## config.mk

```make
export PLATFORM = sky130hd
export DESIGN_NAME = rcp_top
export DESIGN_NICKNAME = d
export VERILOG_FILES = /design/src/inc/rcp_pkg.sv /design/src/rtl/rcp_oneshot.sv /design/src/rtl/rcp_axi_slave.sv /design/src/rtl/rcp_top.sv
export SDC_FILE = /design/constraint.sdc
export NUM_CORES = 1
export LEC_CHECK = 0
export BUFFER_PORTS_ARGS = -buffer_cell sky130_fd_sc_hd__buf_4
export CORE_MARGIN = 2
export CORE_UTILIZATION = 48
export DETAILED_ROUTE_END_ITERATION = 8
export GPL_ROUTABILITY_DRIVEN = 0
export GPL_TIMING_DRIVEN = 0
export MAX_ROUTING_LAYER = met4
export PLACE_DENSITY = 0.8
export SLEW_MARGIN = 20
export SYNTH_ARGS = -nofsm -noshare
export SYNTH_HDL_FRONTEND = slang
export SYNTH_SLANG_ARGS = --single-unit
```

## constraint.sdc

```tcl
create_clock -name sys_clk -period 2.2 [get_ports sys_clk]
set_input_delay 0.11 -clock sys_clk [delete_from_list [all_inputs] [get_ports sys_clk]]
set_output_delay 0.11 -clock sys_clk [all_outputs]
set_load 0.005 [all_outputs]
```

## src/inc/rcp_pkg.sv

```systemverilog
// Constants for the reset cause and part identification bank.
// Assumes a 32-bit AXI4-Lite register bus and a 50 MHz system clock.
package rcp_pkg;

   ////////////////////////////////////////////////////////////////////////////
   localparam int              ADDR_W          = 8;
   localparam int              DATA_W          = 32;
   localparam int              STRB_W          = DATA_W / 8;
   localparam int              BYTE_W          = 8;

   ////////////////////////////////////////////////////////////////////////////
   localparam logic [7:0]      OFS_PART_ID     = 8'h00;
   localparam logic [7:0]      OFS_CAUSE       = 8'h04;
   localparam logic [7:0]      OFS_PERIPH_RST  = 8'h08;
   localparam logic [7:0]      OFS_IRQ_STATUS  = 8'h0c;
   localparam logic [7:0]      OFS_IRQ_MASK    = 8'h10;
   localparam int              WORD_LSB        = 2;

   ////////////////////////////////////////////////////////////////////////////
   localparam int              FLAG_W          = 8;
   localparam int              BIT_POWER_ON    = 0;
   localparam int              BIT_EXT_PIN     = 1;
   localparam int              BIT_WATCHDOG    = 2;
   localparam int              BIT_LOW_VOLT    = 3;
   localparam int              BIT_BROWNOUT    = 4;
   localparam int              BIT_SYS_REQ     = 5;
   localparam int              BIT_CORE        = 7;
   localparam logic [7:0]      FLAG_USED_MASK  = 8'hbf;
   localparam logic [7:0]      FLAG_POR_VALUE  = 8'h01;
   localparam logic [7:0]      FLAG_CLEAR      = 8'h00;

   ////////////////////////////////////////////////////////////////////////////
   localparam int              CTRL_W          = 2;
   localparam int              BIT_CHIP_RST    = 0;
   localparam int              BIT_CORE_RST    = 1;

   ////////////////////////////////////////////////////////////////////////////
   localparam int              CLK_MHZ         = 50;
   localparam int              ONE_SHOT_CYCLES = 2;
   localparam int              CNT_W           = 2;

   ////////////////////////////////////////////////////////////////////////////
   localparam logic [1:0]      RESP_OKAY       = 2'h0;
   localparam logic [1:0]      RESP_SLVERR     = 2'h2;

   // Arbitrary identification value, not tied to any real part
   localparam logic [31:0]     PART_ID_DEFAULT = 32'h0000_0a5a;

endpackage : rcp_pkg

```

## src/rtl/rcp_oneshot.sv

```systemverilog
// One-shot pulse stretcher for the core reset control bit.
// Assumes start is a single-cycle pulse synchronous to sys_clk.
`timescale 1ns/100ps
module rcp_oneshot #(
   parameter int CYCLES = rcp_pkg::ONE_SHOT_CYCLES
) (
   input  wire logic                     sys_clk,
   input  wire logic                     rstn,
   input  wire logic                     start,
   output logic                          active
);
   import rcp_pkg::*;

   logic [CNT_W-1:0] count;
   logic [CNT_W-1:0] next_count;

   ////////////////////////////////////////////////////////////////////////////
   always_comb begin
      next_count = count;
      if (start) begin
         next_count = CNT_W'(CYCLES);
      end else if (count != '0) begin
         next_count = count - CNT_W'(1);
      end
   end

   always_ff @(posedge sys_clk or negedge rstn) begin
      if (!rstn) begin
         count <= '0;
      end else begin
         count <= next_count;
      end
   end

   assign active = (count != '0);

endmodule : rcp_oneshot

```

## src/rtl/rcp_axi_slave.sv

```systemverilog
// AXI4-Lite slave front end: one read in flight at a time; a second write may be held while a response waits.
// Assumes the register core decodes addresses and returns read data combinationally.
`timescale 1ns/100ps
module rcp_axi_slave #(
   parameter int ADDR_W = rcp_pkg::ADDR_W
) (
   input  wire logic                     sys_clk,
   input  wire logic                     rstn,
   input  wire logic [ADDR_W-1:0]        s_awaddr,
   input  wire logic                     s_awvalid,
   output logic                          s_awready,
   input  wire logic [rcp_pkg::DATA_W-1:0] s_wdata,
   input  wire logic [rcp_pkg::STRB_W-1:0] s_wstrb,
   input  wire logic                     s_wvalid,
   output logic                          s_wready,
   output logic [1:0]                    s_bresp,
   output logic                          s_bvalid,
   input  wire logic                     s_bready,
   input  wire logic [ADDR_W-1:0]        s_araddr,
   input  wire logic                     s_arvalid,
   output logic                          s_arready,
   output logic [rcp_pkg::DATA_W-1:0]    s_rdata,
   output logic [1:0]                    s_rresp,
   output logic                          s_rvalid,
   input  wire logic                     s_rready,
   output logic                          wr_en,
   output logic [ADDR_W-1:0]             wr_addr,
   output logic [rcp_pkg::DATA_W-1:0]    wr_data,
   output logic [rcp_pkg::STRB_W-1:0]    wr_strb,
   input  wire logic                     wr_err,
   output logic [ADDR_W-1:0]             rd_addr,
   input  wire logic [rcp_pkg::DATA_W-1:0] rd_data,
   input  wire logic                     rd_err
);
   import rcp_pkg::*;

   logic              aw_full, next_aw_full, w_full, next_w_full;
   logic [ADDR_W-1:0] next_wr_addr;
   logic [DATA_W-1:0] next_wr_data, next_rdata;
   logic [STRB_W-1:0] next_wr_strb;
   logic              next_bvalid, next_rvalid;
   logic [1:0]        next_bresp, next_rresp;

   ////////////////////////////////////////////////////////////////////////////
   assign s_awready = !aw_full;
   assign s_wready  = !w_full;
   assign s_arready = !s_rvalid;
   assign wr_en     = aw_full && w_full && !s_bvalid;
   assign rd_addr   = s_araddr;

   always_comb begin
      next_aw_full = aw_full;
      next_w_full  = w_full;
      next_wr_addr = wr_addr;
      next_wr_data = wr_data;
      next_wr_strb = wr_strb;
      next_bvalid  = s_bvalid;
      next_bresp   = s_bresp;
      next_rvalid  = s_rvalid;
      next_rdata   = s_rdata;
      next_rresp   = s_rresp;
      if (s_awvalid && s_awready) begin
         next_aw_full = 1'b1;
         next_wr_addr = s_awaddr;
      end
      if (s_wvalid && s_wready) begin
         next_w_full  = 1'b1;
         next_wr_data = s_wdata;
         next_wr_strb = s_wstrb;
      end
      if (wr_en) begin
         next_aw_full = 1'b0;
         next_w_full  = 1'b0;
         next_bvalid  = 1'b1;
         next_bresp   = wr_err ? RESP_SLVERR : RESP_OKAY;
      end else if (s_bready) begin
         next_bvalid  = 1'b0;
      end
      if (s_arvalid && s_arready) begin
         next_rvalid = 1'b1;
         next_rdata  = rd_data;
         next_rresp  = rd_err ? RESP_SLVERR : RESP_OKAY;
      end else if (s_rready) begin
         next_rvalid = 1'b0;
      end
   end

   always_ff @(posedge sys_clk or negedge rstn) begin
      if (!rstn) begin
         aw_full  <= 1'b0;
         w_full   <= 1'b0;
         wr_addr  <= '0;
         wr_data  <= '0;
         wr_strb  <= '0;
         s_bvalid <= 1'b0;
         s_bresp  <= RESP_OKAY;
         s_rvalid <= 1'b0;
         s_rdata  <= '0;
         s_rresp  <= RESP_OKAY;
      end else begin
         aw_full  <= next_aw_full;
         w_full   <= next_w_full;
         wr_addr  <= next_wr_addr;
         wr_data  <= next_wr_data;
         wr_strb  <= next_wr_strb;
         s_bvalid <= next_bvalid;
         s_bresp  <= next_bresp;
         s_rvalid <= next_rvalid;
         s_rdata  <= next_rdata;
         s_rresp  <= next_rresp;
      end
   end

endmodule : rcp_axi_slave

```

## src/rtl/rcp_top.sv

```systemverilog
// Reset cause flags and part identification register bank.
// Assumes reset sources arrive as levels synchronous to sys_clk while they act,
// and por_rstn comes only from the power-on controller.
//
// Summary of operation
// [RULE1] Identification register returns a fixed 32-bit part code; writes ignored.
// [RULE2] Writing one to core one-shot reset control sets core reset flag, bit 7.
// [RULE3] Processor system reset request sets system request flag, bit 5.
// [RULE4] Brown-out detector reset sets brown-out flag, bit 4.
// [RULE5] Low-voltage detector reset sets low-voltage flag, bit 3.
// [RULE6] Flags clear only by writing one; writing zero keeps them.
// [RULE7] Watchdog or window watchdog reset sets watchdog flag, bit 2.
// [RULE8] External reset pin sets external pin flag, bit 1.
// [RULE9] Power-on or whole-chip software reset sets power-on flag, bit 0.
// [RULE10] Core one-shot control self-clears after two cycles; resets core and flash only.
// [RULE11] Reserved bits read zero; flags survive the resets they record.
`timescale 1ns/100ps
module rcp_top #(
   parameter int                ADDR_W  = rcp_pkg::ADDR_W,
   parameter logic [31:0]       PART_ID = rcp_pkg::PART_ID_DEFAULT
) (
   input  wire logic                       sys_clk,
   input  wire logic                       rstn,
   input  wire logic                       por_rstn,
   input  wire logic [ADDR_W-1:0]          s_awaddr,
   input  wire logic                       s_awvalid,
   output logic                            s_awready,
   input  wire logic [rcp_pkg::DATA_W-1:0] s_wdata,
   input  wire logic [rcp_pkg::STRB_W-1:0] s_wstrb,
   input  wire logic                       s_wvalid,
   output logic                            s_wready,
   output logic [1:0]                      s_bresp,
   output logic                            s_bvalid,
   input  wire logic                       s_bready,
   input  wire logic [ADDR_W-1:0]          s_araddr,
   input  wire logic                       s_arvalid,
   output logic                            s_arready,
   output logic [rcp_pkg::DATA_W-1:0]      s_rdata,
   output logic [1:0]                      s_rresp,
   output logic                            s_rvalid,
   input  wire logic                       s_rready,
   input  wire logic                       system_reset_request,
   input  wire logic                       brownout_reset,
   input  wire logic                       low_voltage_reset,
   input  wire logic                       watchdog_reset,
   input  wire logic                       window_watchdog_reset,
   input  wire logic                       external_pin_reset,
   output logic                            core_flash_reset,
   output logic                            chip_reset_request,
   output logic                            irq
);
   import rcp_pkg::*;

   ////////////////////////////////////////////////////////////////////////////
   // Address decode, shared by the read and write paths
   function automatic logic is_mapped(input logic [ADDR_W-1:0] addr);
      logic [7:0] ofs;
      ofs = 8'(addr);
      is_mapped = (ofs == OFS_PART_ID) || (ofs == OFS_CAUSE) ||
                  (ofs == OFS_PERIPH_RST) || (ofs == OFS_IRQ_STATUS) ||
                  (ofs == OFS_IRQ_MASK);
   endfunction : is_mapped

   function automatic logic hits(input logic [ADDR_W-1:0] addr,
                                 input logic [7:0]        ofs);
      hits = (8'(addr) == ofs);
   endfunction : hits

   // Byte-lane merge for plain read/write registers
   function automatic logic [DATA_W-1:0] merge(input logic [DATA_W-1:0] old_val,
                                               input logic [DATA_W-1:0] new_val,
                                               input logic [STRB_W-1:0] strb);
      merge = old_val;
      for (int i = 0; i < STRB_W; i++) begin
         if (strb[i]) begin
            merge[i*BYTE_W +: BYTE_W] = new_val[i*BYTE_W +: BYTE_W];
         end
      end
   endfunction : merge

   ////////////////////////////////////////////////////////////////////////////
   logic                wr_en;
   logic [ADDR_W-1:0]   wr_addr;
   logic [DATA_W-1:0]   wr_data;
   logic [STRB_W-1:0]   wr_strb;
   logic [ADDR_W-1:0]   rd_addr;
   logic [DATA_W-1:0]   rd_data;
   logic [DATA_W-1:0]   low_lane;

   logic [FLAG_W-1:0]   cause_flags;
   logic [FLAG_W-1:0]   next_cause_flags;
   logic [FLAG_W-1:0]   irq_status;
   logic [FLAG_W-1:0]   next_irq_status;
   logic [FLAG_W-1:0]   irq_mask;
   logic [FLAG_W-1:0]   next_irq_mask;
   logic [FLAG_W-1:0]   set_vec;
   logic [FLAG_W-1:0]   cause_clr;
   logic [FLAG_W-1:0]   status_clr;
   logic                chip_req;
   logic                next_chip_req;
   logic                core_start;
   logic                chip_start;
   logic [CTRL_W-1:0]   ctrl_view;

   ////////////////////////////////////////////////////////////////////////////
   rcp_axi_slave #(
      .ADDR_W    (ADDR_W)
   ) u_bus (
      .sys_clk   (sys_clk),
      .rstn      (rstn),
      .s_awaddr  (s_awaddr),
      .s_awvalid (s_awvalid),
      .s_awready (s_awready),
      .s_wdata   (s_wdata),
      .s_wstrb   (s_wstrb),
      .s_wvalid  (s_wvalid),
      .s_wready  (s_wready),
      .s_bresp   (s_bresp),
      .s_bvalid  (s_bvalid),
      .s_bready  (s_bready),
      .s_araddr  (s_araddr),
      .s_arvalid (s_arvalid),
      .s_arready (s_arready),
      .s_rdata   (s_rdata),
      .s_rresp   (s_rresp),
      .s_rvalid  (s_rvalid),
      .s_rready  (s_rready),
      .wr_en     (wr_en),
      .wr_addr   (wr_addr),
      .wr_data   (wr_data),
      .wr_strb   (wr_strb),
      .wr_err    (!is_mapped(wr_addr)),
      .rd_addr   (rd_addr),
      .rd_data   (rd_data),
      .rd_err    (!is_mapped(rd_addr))
   );

   ////////////////////////////////////////////////////////////////////////////
   // Write side effects
   // Only the low byte lane carries flag and control bits
   assign low_lane   = wr_strb[0] ? wr_data : '0;
   assign core_start = wr_en && hits(wr_addr, OFS_PERIPH_RST) &&
                       low_lane[BIT_CORE_RST];
   assign chip_start = wr_en && hits(wr_addr, OFS_PERIPH_RST) &&
                       low_lane[BIT_CHIP_RST];
   assign cause_clr  = (wr_en && hits(wr_addr, OFS_CAUSE)) ?
                       FLAG_W'(low_lane) & FLAG_USED_MASK : FLAG_CLEAR; // see [RULE6]
   assign status_clr = (wr_en && hits(wr_addr, OFS_IRQ_STATUS)) ?
                       FLAG_W'(low_lane) & FLAG_USED_MASK : FLAG_CLEAR;

   ////////////////////////////////////////////////////////////////////////////
   // Core one-shot reset; the bit reads back while the pulse runs
   rcp_oneshot #(
      .CYCLES  (ONE_SHOT_CYCLES)
   ) u_core_pulse (
      .sys_clk (sys_clk),
      .rstn    (rstn),
      .start   (core_start),
      .active  (core_flash_reset)
   ); // see [RULE10]

   // Whole-chip reset request is a single-cycle pulse and reads as zero
   always_comb begin
      next_chip_req = chip_start;
   end

   always_ff @(posedge sys_clk or negedge rstn) begin
      if (!rstn) begin
         chip_req <= 1'b0;
      end else begin
         chip_req <= next_chip_req;
      end
   end

   assign chip_reset_request = chip_req;

   always_comb begin
      ctrl_view               = '0;
      ctrl_view[BIT_CORE_RST] = core_flash_reset;
   end

   ////////////////////////////////////////////////////////////////////////////
   // Event vector in flag layout
   always_comb begin
      set_vec               = '0;
      set_vec[BIT_CORE]     = core_start;                                   // see [RULE2]
      set_vec[BIT_SYS_REQ]  = system_reset_request;                         // see [RULE3]
      set_vec[BIT_BROWNOUT] = brownout_reset;                               // see [RULE4]
      set_vec[BIT_LOW_VOLT] = low_voltage_reset;                            // see [RULE5]
      set_vec[BIT_WATCHDOG] = watchdog_reset || window_watchdog_reset;      // see [RULE7]
      set_vec[BIT_EXT_PIN]  = external_pin_reset;                           // see [RULE8]
      set_vec[BIT_POWER_ON] = chip_start;                                   // see [RULE9]
   end

   ////////////////////////////////////////////////////////////////////////////
   // Cause flags: a set in the same cycle as a clear wins
   genvar g;
   generate
      for (g = 0; g < FLAG_W; g++) begin : g_flag
         always_comb begin
            if (FLAG_USED_MASK[g]) begin
               next_cause_flags[g] = set_vec[g] || (cause_flags[g] && !cause_clr[g]); // see [RULE6]
               next_irq_status[g]  = set_vec[g] || (irq_status[g] && !status_clr[g]);
            end else begin
               next_cause_flags[g] = 1'b0;                                  // see [RULE11]
               next_irq_status[g]  = 1'b0;
            end
         end
      end
   endgenerate

   // Kept off rstn so core, pin, watchdog and brown-out resets leave them intact;
   // only power-on clears them, and it records itself on the way out
   always_ff @(posedge sys_clk or negedge por_rstn) begin
      if (!por_rstn) begin
         cause_flags <= FLAG_POR_VALUE;                                     // see [RULE9]
         irq_status  <= FLAG_POR_VALUE;
      end else begin
         cause_flags <= next_cause_flags;                                   // see [RULE11]
         irq_status  <= next_irq_status;
      end
   end

   ////////////////////////////////////////////////////////////////////////////
   // Interrupt mask
   always_comb begin
      next_irq_mask = irq_mask;
      if (wr_en && hits(wr_addr, OFS_IRQ_MASK)) begin
         next_irq_mask = FLAG_W'(merge(DATA_W'(irq_mask), wr_data, wr_strb)) &
                         FLAG_USED_MASK;
      end
   end

   always_ff @(posedge sys_clk or negedge rstn) begin
      if (!rstn) begin
         irq_mask <= FLAG_CLEAR;
      end else begin
         irq_mask <= next_irq_mask;
      end
   end

   assign irq = |(irq_status & irq_mask);

   ////////////////////////////////////////////////////////////////////////////
   // Read mux; reserved and unmapped bits read zero
   always_comb begin
      rd_data = '0;
      unique case (8'(rd_addr))
         OFS_PART_ID:    rd_data = PART_ID;                                 // see [RULE1]
         OFS_CAUSE:      rd_data = DATA_W'(cause_flags);                    // see [RULE11]
         OFS_PERIPH_RST: rd_data = DATA_W'(ctrl_view);
         OFS_IRQ_STATUS: rd_data = DATA_W'(irq_status);
         OFS_IRQ_MASK:   rd_data = DATA_W'(irq_mask);
         default:        rd_data = '0;
      endcase
   end

endmodule : rcp_top

```

==> flow_summary_export.csv, run 1 <==
group,metric,value,unit
run_status,status,"finished, final reports clean",
pwr,p_comb_share,27.4,%
logic_synthesis,netlist_area,0.00262,mm^2
die,i_o_pins,110,
worst_setup_path,critPathTopFamily,"simple AND/OR/NAND/NOR gates",
clock_network,cts_made_buffers,5,
logic_synthesis,synth_enable_flop_cells,0,
die,die_area,0.00605,mm^2
layout,layout.nets,398,
layout,antennaDiodeCount,0,
layout,final_layout_size_suffix_gt1_share,36.7,%
clock_network,clock_tree_from_tritoncts,"yes",
worst_setup_path,path_class,"reg2reg",
detailed_routing,topRoutingLayerUsed,"met4",
die,initial_core_util,50.6,%
clock_network,clock_insertion_delay_worst_skew,310,ps
clock_network,post_cts_buffers,0,
pwr,lkg_pwr,1.64,nW
sta,least_margin_pin_slew,503,ps
clock_network,clock_tree.buffer_depth,2,
worst_setup_path,sum_of_buffers_and_inverters_on_the_critical_path,1,
sta,rsz_0062_raised_after_global_routing,"no",
clock_network,clkSlewWorstSetupHoldPaths,90,ps
detailed_routing,vias_per_cell,4.88,
logic_synthesis,synth_cell_types,39,
global_route,global_route.usage.total,19.4,%
layout,nFillCells,403,
worst_setup_path,worst-path-max-fanout,7,
worst_setup_path,regToRegStartpoint,"u_bus.wr_addr[0]$_DFFE_PN0P_",
logic_synthesis,synth_cells,235,
layout,syn2layout_area_growth,30.8,%
die,design.core.area,0.00517,mm^2
sta,fin_tns_setup,0,ps
detailed_routing,routed-wl-met3,425,um
global_route,grt_pass1_wl,9.03,mm
global_route,grt_start_max_net_pins,41,
detailed_routing,route.vias.total,1960,
place,count_of_input_and_output_buffers,55,
worst_setup_path,timing.critical_path.depth,5,
die,floorplan.die.width,77.8,um
detailed_routing,route.detailed.drc,0,
detailed_routing,drt_iter0_markers,111,
sta,hold_slack,6.69,ps
sta,period_needed,2110,ps
sta,report.final.setup_viol,0,
job,max_cap_viol_count,0,
worst_setup_path,critPathArrivalTime,2310,ps
worst_setup_path,cp-end-kind,"flip-flop",
worst_setup_path,cp_cell_sequence,"or4_4, nor4_4, and3_1, buf_6, mux2_2",
sta,worst_slew_margin_rel,66.4,%
die,die_height,77.8,um
detailed_routing,drt-pass1-iter-count,4,
sta,clock_skew,3.26,ps
sta,final-max-slew-violation-count,0,
hold_path,min_path_cells,2,
detailed_routing,routed_metal_1_wire_length,2.22,mm
pwr,power_switching_share,31.1,%
hold_path,hp-start,"s_wvalid",
pwr,p_clk_share,22.2,%
global_route,antenna_found_initial,0,
clock_network,h-tree-depth,2,
worst_setup_path,timing.critical_path.slowest_cell_delay,610,ps
detailed_routing,wirelength,5.27,mm
place,detailed_place_hpwl,3.96,mm
pwr,cell_internal_pwr,2.02,mW
detailed_routing,wl_met2,2.49,mm
die,core.rowCount,26,
clock_network,clockRootBuffer,"clkbuf_8",
logic_synthesis,ys_seq_area_share,51.8,%
worst_setup_path,worst-endpoint-required,2400,ps
layout,final_core_util,66.1,%
detailed_routing,wl_per_cell,13.1,um
clock_network,cts_sinks,54,
global_route,global_route.overflow_total,0,
sta,achievable-frequency,0.475,GHz
detailed_routing,drtAntennaViolNets,0,
pwr,p_switching,0.910,mW
global_route,first_global_vias,1917,
hold_path,worst_hold_path_type,"in2reg",
logic_synthesis,synth-async-reset-ratio,100,%
sta,finalHoldViolCount,0,
worst_setup_path,timing.critical_path.from,"u_bus.wr_addr[0]$_DFFE_PN0P_",
logic_synthesis,yosys_warnings,0,
logic_synthesis,syn_area_per_cell,11.1,um^2
worst_setup_path,worst_r2r_path_depth,5,
sta,final_min_period_over_clock_period,95.7,%
worst_setup_path,cpMaxStageDelayCell,"or4_4",
pwr,vdd_drop_max,0.655,mV
logic_synthesis,synth-main-ff-cell,"dfrtp_1",
worst_setup_path,critPathLaunchType,"flip-flop",
pwr,power.share.sequential,50.4,%
logic_synthesis,post_synthesis_sequential_element_count,54,
pwr,cellPowerDensity,856,mW/mm^2
registers in the layout, indices dropped and copies added, names as in the netlist:
| register | flops |
|---|---|
| u_bus.s_rdata | 8 |
| u_bus.wr_addr | 8 |
| cause_flags | 7 |
| irq_mask | 7 |
| irq_status | 7 |
| u_bus.wr_data | 7 |
| u_core_pulse.count | 2 |
| chip_reset_request | 1 |
| u_bus.aw_full | 1 |
| u_bus.s_bresp | 1 |
| u_bus.s_bvalid | 1 |
| u_bus.s_rresp | 1 |
| u_bus.s_rvalid | 1 |
| u_bus.w_full | 1 |
| u_bus.wr_strb | 1 |
cells in the final DEF, fill, tap and decap left out, types with 6 or more instances in the layout:
cell           Yosys  routed
dfrtp_1           52      52
buf_4             26      81
o21ai_0           11      11
inv_1             14      14
nor2_1            11      11
mux2_2            22      22
dlygate4sd3_1      0      11
a21o_1            10      10
nand2_1           24      24
nor2b_1            7       7
mux2i_1            6       6
conb_1             1      24
power by group through the flow:
stage	combinational, mW	sequential, mW	clock [mW]
2_1_floorplan	0.546	1.42	0
3_3_place_gp	0.761	1.48	0
3_5_place_dp	0.790	1.49	0
4_1_cts	0.810	1.47	0.660
5_1_grt	0.908	1.52	0.712
6_report	0.801	1.48	0.651
metrics by stage:
stage / instances / area [um^2] / total power [mW] / worst slack (ps)
final: 402 / 3420 / 2.93 / 94.4
after global placement: 383 / 3200 / 2.24 / 126
after detailed placement: 383 / 3200 / 2.28 / 94.9
after CTS: 401 / 3410 / 2.94 / 81.6
after floorplan: 258 / 2700 / 1.97 / 229
after global routing: 402 / 3420 / 3.14 / 8.81
final timing paths:
check,slack [ps],endpoint
worst max register to register,90,irq_mask[1]$_DFFE_PN0P_
worst min register to register,490,cause_flags[7]$_DFF_PN0_
worst max-delay path,90,irq_mask[1]$_DFFE_PN0P_
max in group asynchronous,1560,irq_mask[4]$_DFFE_PN0P_
worst min-delay path,7,u_bus.w_full$_DFFE_PN0P_
min in group asynchronous,180,irq_status[2]$_DFF_PN0_
logic make-up after synthesis:
logic type               share of synthesized area [%]
XOR/XNOR                                         0.335
other                                            0.143
buffers and inverters                             10.6
AO/OA/AOI/OAI                                     11.5
AND/OR/NAND/NOR                                   13.3
adder cells (fa/ha/maj)                          0.478
flip-flops                                        51.8
multiplexers                                      11.8
layout make-up:
| class | count | area, um^2 | share of cell area [%] |
|---|---|---|---|
| sequential | 54 | 1350 | 39.6 |
| tap | 70 | 87.6 | 2.56 |
| clock inverter | 3 | 40.0 | 1.17 |
| buffer | 32 | 225 | 6.58 |
| clock buffer | 5 | 68.8 | 2.01 |
| multi-input combinational | 158 | 1070 | 31.3 |
| inverter | 14 | 52.6 | 1.54 |
| timing repair buffer | 66 | 523 | 15.3 |
synthesized netlist by cell type (all sizes together) (2+ instances only):
| cell type | n | area [um^2] |
|---|---|---|
| dfrtp | 52 | 1300 |
| buf | 27 | 206 |
| nand2 | 24 | 90.1 |
| mux2 | 22 | 248 |
| inv | 14 | 52.6 |
| nor2 | 11 | 41.3 |
| o21ai | 11 | 55.1 |
| a21o | 10 | 75.1 |
| nor2b | 7 | 43.8 |
| mux2i | 6 | 60.1 |
| a31oi | 5 | 31.3 |
| clkbuf | 5 | 18.8 |
| a22oi | 4 | 30.0 |
| a211o | 3 | 26.3 |
| nor3 | 3 | 15.0 |
| nor4 | 3 | 63.8 |
| o21a | 3 | 22.5 |
| dfstp | 2 | 52.6 |
| nand3 | 2 | 10.0 |
| o22ai | 2 | 12.5 |
| or2 | 2 | 12.5 |
| or4 | 2 | 18.8 |
layer usage:
metal,global-route usage (%),up-vias
met4,6.61,0
met5,-,-
met1,24.5,916
met3,4.30,12
li1,-,952
met2,30.9,80
repair_timing:
item	in CTS	in global routing
hold endpoints to repair	66	1
hold buffers	10	1
gates resized for setup	0	0
Note: power is estimated with default switching activity, not from simulation.
==> run 2: changes to the inputs <==
--- a/config.mk
+++ b/config.mk
@@ -6,14 +6,14 @@
 export NUM_CORES = 1
 export LEC_CHECK = 0
 export BUFFER_PORTS_ARGS = -buffer_cell sky130_fd_sc_hd__buf_4
-export CORE_MARGIN = 2
-export CORE_UTILIZATION = 48
+export CORE_UTILIZATION = 55
 export DETAILED_ROUTE_END_ITERATION = 8
 export GPL_ROUTABILITY_DRIVEN = 0
 export GPL_TIMING_DRIVEN = 0
 export MAX_ROUTING_LAYER = met4
-export PLACE_DENSITY = 0.8
+export PLACE_DENSITY = 0.81
 export SLEW_MARGIN = 20
 export SYNTH_ARGS = -nofsm -noshare
 export SYNTH_HDL_FRONTEND = slang
+export SYNTH_HIERARCHICAL = 1
 export SYNTH_SLANG_ARGS = --single-unit
==> run 2 against run 1 <==
Against the previous run:
- synthesized cell count is 11% higher
- first-iteration DRC count is 58% higher
- register-to-register slack better by 30 ps
- non-clock buffer count is 23 higher
==> flow_summary_export.csv, run 2 <==
group,metric,value,unit
run_status,status,"finished, final reports clean",
layout,multi_input_area,0.00141,mm^2
sta,worst_slew_margin_rel,47.2,%
global_route,antenna_found_initial,0,
sta,rsz_0062_raised_after_global_routing,"no",
detailed_routing,vias_per_cell,5.26,
pwr,vdd_drop_max,0.619,mV
place,count_of_input_and_output_buffers,71,
logic_synthesis,syn_area_per_cell,13.5,um^2
sta,clock_skew,9.78,ps
place,detailed_place_hpwl,5.04,mm
worst_setup_path,critPathLaunchType,"flip-flop",
logic_synthesis,synth_cells,262,
clock_network,postCtsResizedCells,0,
die,initial_core_util,58.2,%
clock_network,clock_tree.buffer_depth,2,
global_route,global_route.overflow_total,0,
worst_setup_path,path_class,"reg2reg",
detailed_routing,route.detailed.drc,0,
layout,largest_reg_flops,32,
die,die_area,0.00673,mm^2
place,place.detailed.instances,430,
detailed_routing,wirelength,7.50,mm
worst_setup_path,worst-endpoint-required,2430,ps
clock_network,cts_sinks,78,
layout,postLayoutCellArea,0.00474,mm^2
sta,final_critical_path_setup_slack,122,ps
sta,least_margin_pin_slew,792,ps
place,placed_cell_area,0.00423,mm^2
worst_setup_path,register_to_register_setup_slack,120,ps
layout,layout.area.seq,0.00195,mm^2
job,max_cap_viol_count,0,
global_route,first_global_vias,2584,
pwr,lkg_pwr,2.25,nW
detailed_routing,drtAntennaViolNets,0,
worst_setup_path,cp-end-kind,"flip-flop",
global_route,grt_pass1_wl,12.2,mm
layout,biggestRegsByFlops,"u_bus/s_rdata (32), u_bus/wr_addr (8)",
clock_network,h-tree-depth,3,
sta,period_needed,2080,ps
detailed_routing,drt-pass1-iter-count,4,
layout,most_frequent_cells_in_the_layout,"83 x buf_4, 76 x dfrtp_1, 46 x mux2_2",
global_route,global_route.usage.total,25.8,%
die,i_o_pins,110,
detailed_routing,drt_iter0_markers,175,
detailed_routing,wl_per_cell,15.8,um
layout,final_core_util,78.3,%
layout,layout.nets,463,
worst_setup_path,critPathArrivalTime,2310,ps
detailed_routing,route.vias.total,2506,
worst_setup_path,worst_r2r_path_depth,4,
worst_setup_path,rr_endpoint,"irq_mask[1]$_DFFE_PN0P_",
worst_setup_path,regToRegStartpoint,"u_bus/wr_addr[0]$_DFFE_PN0P_",
sta,finalHoldViolCount,0,
layout,syn2layout_area_growth,34.6,%
global_route,grt_start_max_net_pins,65,
layout,nFillCells,419,
place,pre_cts_slack,131,ps
sta,report.final.setup_viol,0,
logic_synthesis,yosys_warnings,6,
sta,final-max-slew-violation-count,0,
clock_network,clock_tree_from_tritoncts,"yes",
pwr,cellPowerDensity,936,mW/mm^2
die,core.rowCount,28,
clock_network,clockRootBuffer,"clkbuf_8",
worst_setup_path,worst-path-max-fanout,7,
logic_synthesis,netlist_area,0.00352,mm^2
clock_network,cts_made_buffers,9,
layout,antennaDiodeCount,0,
layout,regMostFlops,"u_bus/s_rdata",
layout,final_layout_size_suffix_gt1_share,43.6,%
die,floorplan.die.width,82.1,um
sta,fin_tns_setup,0,ps
sta,final_min_period_over_clock_period,94.5,%
layout,mostFrequentLayoutCell,"buf_4",
die,die_height,82.1,um
hold_path,worst_hold_path_type,"in2async",
sta,achievable-frequency,0.481,GHz
die,design.core.area,0.00606,mm^2
clock_network,clkSlewWorstSetupHoldPaths,80,ps
clock_network,clock_insertion_delay_worst_skew,350,ps
layout,fin_cells,476,
==> run 2: report_power, final <==
group          internal, mW  switching, mW
clock network         0.667          0.498
registers              1.76          0.284
logic                 0.742          0.491
total                  3.17           1.27
==> run 2: per-layer routing <==
layer / wire length (um) / share of wire [%] / up-vias / global-route usage [%]
li1: - / - / 1169 / -
met1: 3120 / 42 / 1248 / 31.6
met2: 3860 / 52 / 74 / 41.2
met3: 334 / 4.5 / 15 / 4.78
met4: 180 / 2.4 / 0 / 12.6
met5: 0 / 0 / - / -
==> run 2: worst max-delay path by stage <==
| stage | start | to | slack [ps] | cells past startpoint |
|---|---|---|---|---|
| floorplan | u_bus/wr_addr[0]$_DFFE_PN0P_ | u_core_pulse/count[0]$_DFFE_PN0P_ | 380 | 6 |
| global placement | u_bus/wr_addr[0]$_DFFE_PN0P_ | u_core_pulse/count[0]$_DFFE_PN0P_ | 180 | 6 |
| detailed placement | u_bus/wr_addr[0]$_DFFE_PN0P_ | u_core_pulse/count[0]$_DFFE_PN0P_ | 130 | 6 |
| CTS | u_bus/wr_addr[0]$_DFFE_PN0P_ | u_core_pulse/count[0]$_DFFE_PN0P_ | 120 | 6 |
| global route | u_bus/wr_addr[0]$_DFFE_PN0P_ | irq_mask[7]$_DFFE_PN0P_ | 20 | 4 |
| finish | u_bus/wr_addr[0]$_DFFE_PN0P_ | irq_mask[1]$_DFFE_PN0P_ | 120 | 4 |
==> run 2: what timing repair did <==
| action | CTS | global route |
|---|---|---|
| buffers inserted | 0 | 2 |
| hold buffers | 28 | 0 |
| setup endpoints to repair | 0 | 1 |
| hold endpoints to repair | 108 | 0 |
==> run 2: stage by stage <==
stage | hold slack, ps | power, mW
after floorplan | -186 | 2.74
after global placement | -31.2 | 3.17
after detailed placement | -27.0 | 3.24
after CTS | 140 | 4.45
after global routing | 178 | 4.69
final | 156 | 4.44
==> run 2: area by class of cell <==
cell class | instances | area share (%)
flip-flops and latches | 78 | 41.2
clock buffers | 12 | 3.06
clock inverters | 4 | 1.48
repair buffers | 101 | 17.5
well taps | 75 | 1.98
inverters | 17 | 1.34
multi-input cells | 169 | 29.7
plain buffers | 20 | 3.80
==> run 2: critical path: stages (launching register included) <==
cell     delay (ps)
dfrtp_1         390
or4_4           560
nor2_1          150
nand4_1         420
mux2_2          440
==> run 3: changes to the inputs <==
--- a/config.mk
+++ b/config.mk
@@ -5,13 +5,14 @@
 export SDC_FILE = /design/constraint.sdc
 export NUM_CORES = 1
 export LEC_CHECK = 0
-export BUFFER_PORTS_ARGS = -buffer_cell sky130_fd_sc_hd__buf_4
-export CORE_UTILIZATION = 55
+export CORE_UTILIZATION = 67
+export CTS_BUF_LIST = sky130_fd_sc_hd__clkbuf_4 sky130_fd_sc_hd__clkbuf_8
 export DETAILED_ROUTE_END_ITERATION = 8
+export DONT_BUFFER_PORTS = 1
 export GPL_ROUTABILITY_DRIVEN = 0
 export GPL_TIMING_DRIVEN = 0
 export MAX_ROUTING_LAYER = met4
-export PLACE_DENSITY = 0.81
+export PLACE_DENSITY = 0.83
 export SLEW_MARGIN = 20
 export SYNTH_ARGS = -nofsm -noshare
 export SYNTH_HDL_FRONTEND = slang
==> run 3 against run 2 <==
Against the previous run:
- sequential cell count is the same
- worst hold slack gained 15 ps
- fmax grew 0.41%
- sequential share of layout area grew 5.0 points
- combinational power shrank 21%
- global-route usage grew 3.2 points
- wire length shrank 1.7%
- highest routed layer unchanged
==> flow_summary_export.csv, run 3 (same netlist as run 2, synthesis figures left out) <==
group,metric,value,unit
worst_setup_path,worst-path-max-fanout,5,
sta,rsz_0062_raised_after_global_routing,"no",
pwr,power.share.sequential,50.1,%
worst_setup_path,critPathArrivalTime,2300,ps
die,core.rowCount,26,
pwr,vdd_drop_max,0.966,mV
worst_setup_path,critPathLaunchType,"flip-flop",
layout,antennaDiodeCount,0,
pwr,p_clk_share,26.5,%
layout,most_frequent_cells_in_the_layout,"76 x dfrtp_1, 46 x mux2_2, 28 x dlygate4sd3_1",
place,detailed_place_hpwl,4.52,mm
detailed_routing,wl_per_cell,18.3,um
global_route,grt_pass1_wl,11.2,mm
clock_network,clkSlewWorstSetupHoldPaths,80,ps
pwr,cellPowerDensity,979,mW/mm^2
clock_network,clock_tree.buffer_depth,2,
global_route,global_route.usage.total,29.0,%
sta,fin_tns_setup,0,ps
detailed_routing,drtAntennaViolNets,0,
sta,final_critical_path_setup_slack,130,ps
detailed_routing,vias_per_cell,5.66,
global_route,grt_start_max_net_pins,65,
pwr,p_comb_share,23.4,%
layout,syn2layout_area_growth,20.1,%
sta,period_needed,2070,ps
detailed_routing,route.vias.total,2276,
place,place.detailed.instances,354,
detailed_routing,route.detailed.drc,0,
die,die_height,74.5,um
detailed_routing,drt-pass1-iter-count,5,
detailed_routing,wirelength,7.37,mm
layout,largest_reg_flops,32,
sta,worst_slew_margin_rel,53.5,%
die,i_o_pins,110,
sta,report.final.setup_viol,0,
clock_network,clock_tree_from_tritoncts,"yes",
hold_path,worst_hold_path_type,"in2reg",
worst_setup_path,timing.critical_path.slowest_cell_delay,430,ps
clock_network,h-tree-depth,3,
die,die_area,0.00555,mm^2
worst_setup_path,cpMaxStageDelayCell,"dfrtp_1",
pwr,power_switching_share,30.4,%
place,pre_cts_slack,160,ps
layout,fin_cells,402,
clock_network,clock_insertion_delay_worst_skew,340,ps
layout,final_layout_size_suffix_gt1_share,32.5,%
die,initial_core_util,69.5,%
global_route,antenna_found_initial,0,
pwr,power,4.14,mW
worst_setup_path,cp_cell_sequence,"nand3b_1, inv_1, and2_1, nor4b_4, buf_4, nand4_1, a211o_1",
sta,achievable-frequency,0.483,GHz
clock_network,cts_made_buffers,9,
layout,nFillCells,282,
layout,final_core_util,83.4,%
pwr,lkg_pwr,1.90,nW
sta,clock_skew,6.10,ps
detailed_routing,drt_iter0_markers,121,
sta,final-max-slew-violation-count,0,
sta,final_min_period_over_clock_period,94.1,%
layout,mostFrequentLayoutCell,"dfrtp_1",
die,design.core.area,0.00507,mm^2
layout,biggestRegsByFlops,"u_bus/s_rdata (32), u_bus/wr_addr (8)",
clock_network,cts_sinks,78,
worst_setup_path,worst-endpoint-required,2430,ps
layout,regMostFlops,"u_bus/s_rdata",
pwr,p_switching,1.26,mW
die,floorplan.die.width,74.5,um
worst_setup_path,cp-end-kind,"flip-flop",
clock_network,clockRootBuffer,"clkbuf_8",
global_route,global_route.overflow_total,0,
run_status,status,"finished, final reports clean",
job,max_cap_viol_count,0,
global_route,first_global_vias,2293,
worst_setup_path,path_class,"reg2reg",
sta,finalHoldViolCount,0,
place,count_of_input_and_output_buffers,0,
pwr,cell_internal_pwr,2.88,mW
sta,least_margin_pin_slew,691,ps
layout,layout.nets,394,
## run 3: cell types whose count changed in the layout (fill, tap and decap cells not counted)
cell	delta
clkinv_2	-1
bufinv_16	-1
buf_4	-70
clkbuf_1	-2
buf_16	+1
clkinvlp_4	+3
clkbuf_8	+1
## run 3: worst paths after layout
check                                            from                      endpoint  slack [ps]  cells after the start
max                        u_bus/s_bvalid$_DFFE_PN0P_       irq_status[2]$_DFF_PN0_         130                      7
min                                       s_araddr[5]  u_bus/s_rresp[1]$_DFFE_PN0P_         170                      4
max reg2reg                u_bus/s_bvalid$_DFFE_PN0P_       irq_status[2]$_DFF_PN0_         130                      7
min reg2reg                  cause_flags[4]$_DFF_PN0_      cause_flags[4]$_DFF_PN0_         480                      1
max in group asynchronous                    por_rstn      cause_flags[4]$_DFF_PN0_        1530                      1
min in group asynchronous                    por_rstn       irq_status[5]$_DFF_PN0_         240                      1
## run 3: critical path, delay by kind of cell, from the launching register on
family | cells | cell delay (ps)
compound gates | 1 | 320
buf+inv | 2 | 280
flops | 1 | 430
simple gates | 4 | 930
## run 3: routing by layer
metal | wire (um) | global-route usage (%)
met5 | 0 | -
met4 | 154 | 13.0
met3 | 504 | 6.37
met2 | 3800 | 47.5
met1 | 2910 | 34.3
## run 3: repair_timing
action | 4_1_cts | 5_1_grt
gates resized for setup | 0 | 0
buffers inserted | 0 | 3
hold endpoints to repair | 108 | 0
hold buffers | 29 | 0
endpoints found under the setup margin | 0 | 9
## run 3: cell type report
class / instances / area (um^2) / area share (%)
Buffer: 20 / 180 / 4.26
Clock buffer: 11 / 151 / 3.58
Timing Repair Buffer: 32 / 330 / 7.80
Clock inverter: 5 / 57.6 / 1.36
Multi-Input combinational cell: 169 / 1410 / 33.3
Sequential cell: 78 / 1950 / 46.2
Tap cell: 70 / 87.6 / 2.07
Inverter: 17 / 63.8 / 1.51
## run 3: power by group through the flow
stage	Clock, mW	Sequential (mW)	Combinational [mW]
2_1_floorplan	0	1.99	0.743
3_3_place_gp	0	2.07	0.824
3_5_place_dp	0	2.08	0.854
4_1_cts	1.11	2.05	0.935
5_1_grt	1.17	2.12	1.05
6_report	1.10	2.08	0.971
## run 3: through the flow
step	instance area (um^2)	hold slack, ps
final	4230	171
after global placement	3690	-185
after CTS	4210	161
after global routing	4230	191
after floorplan	3610	-186
after detailed placement	3690	-185
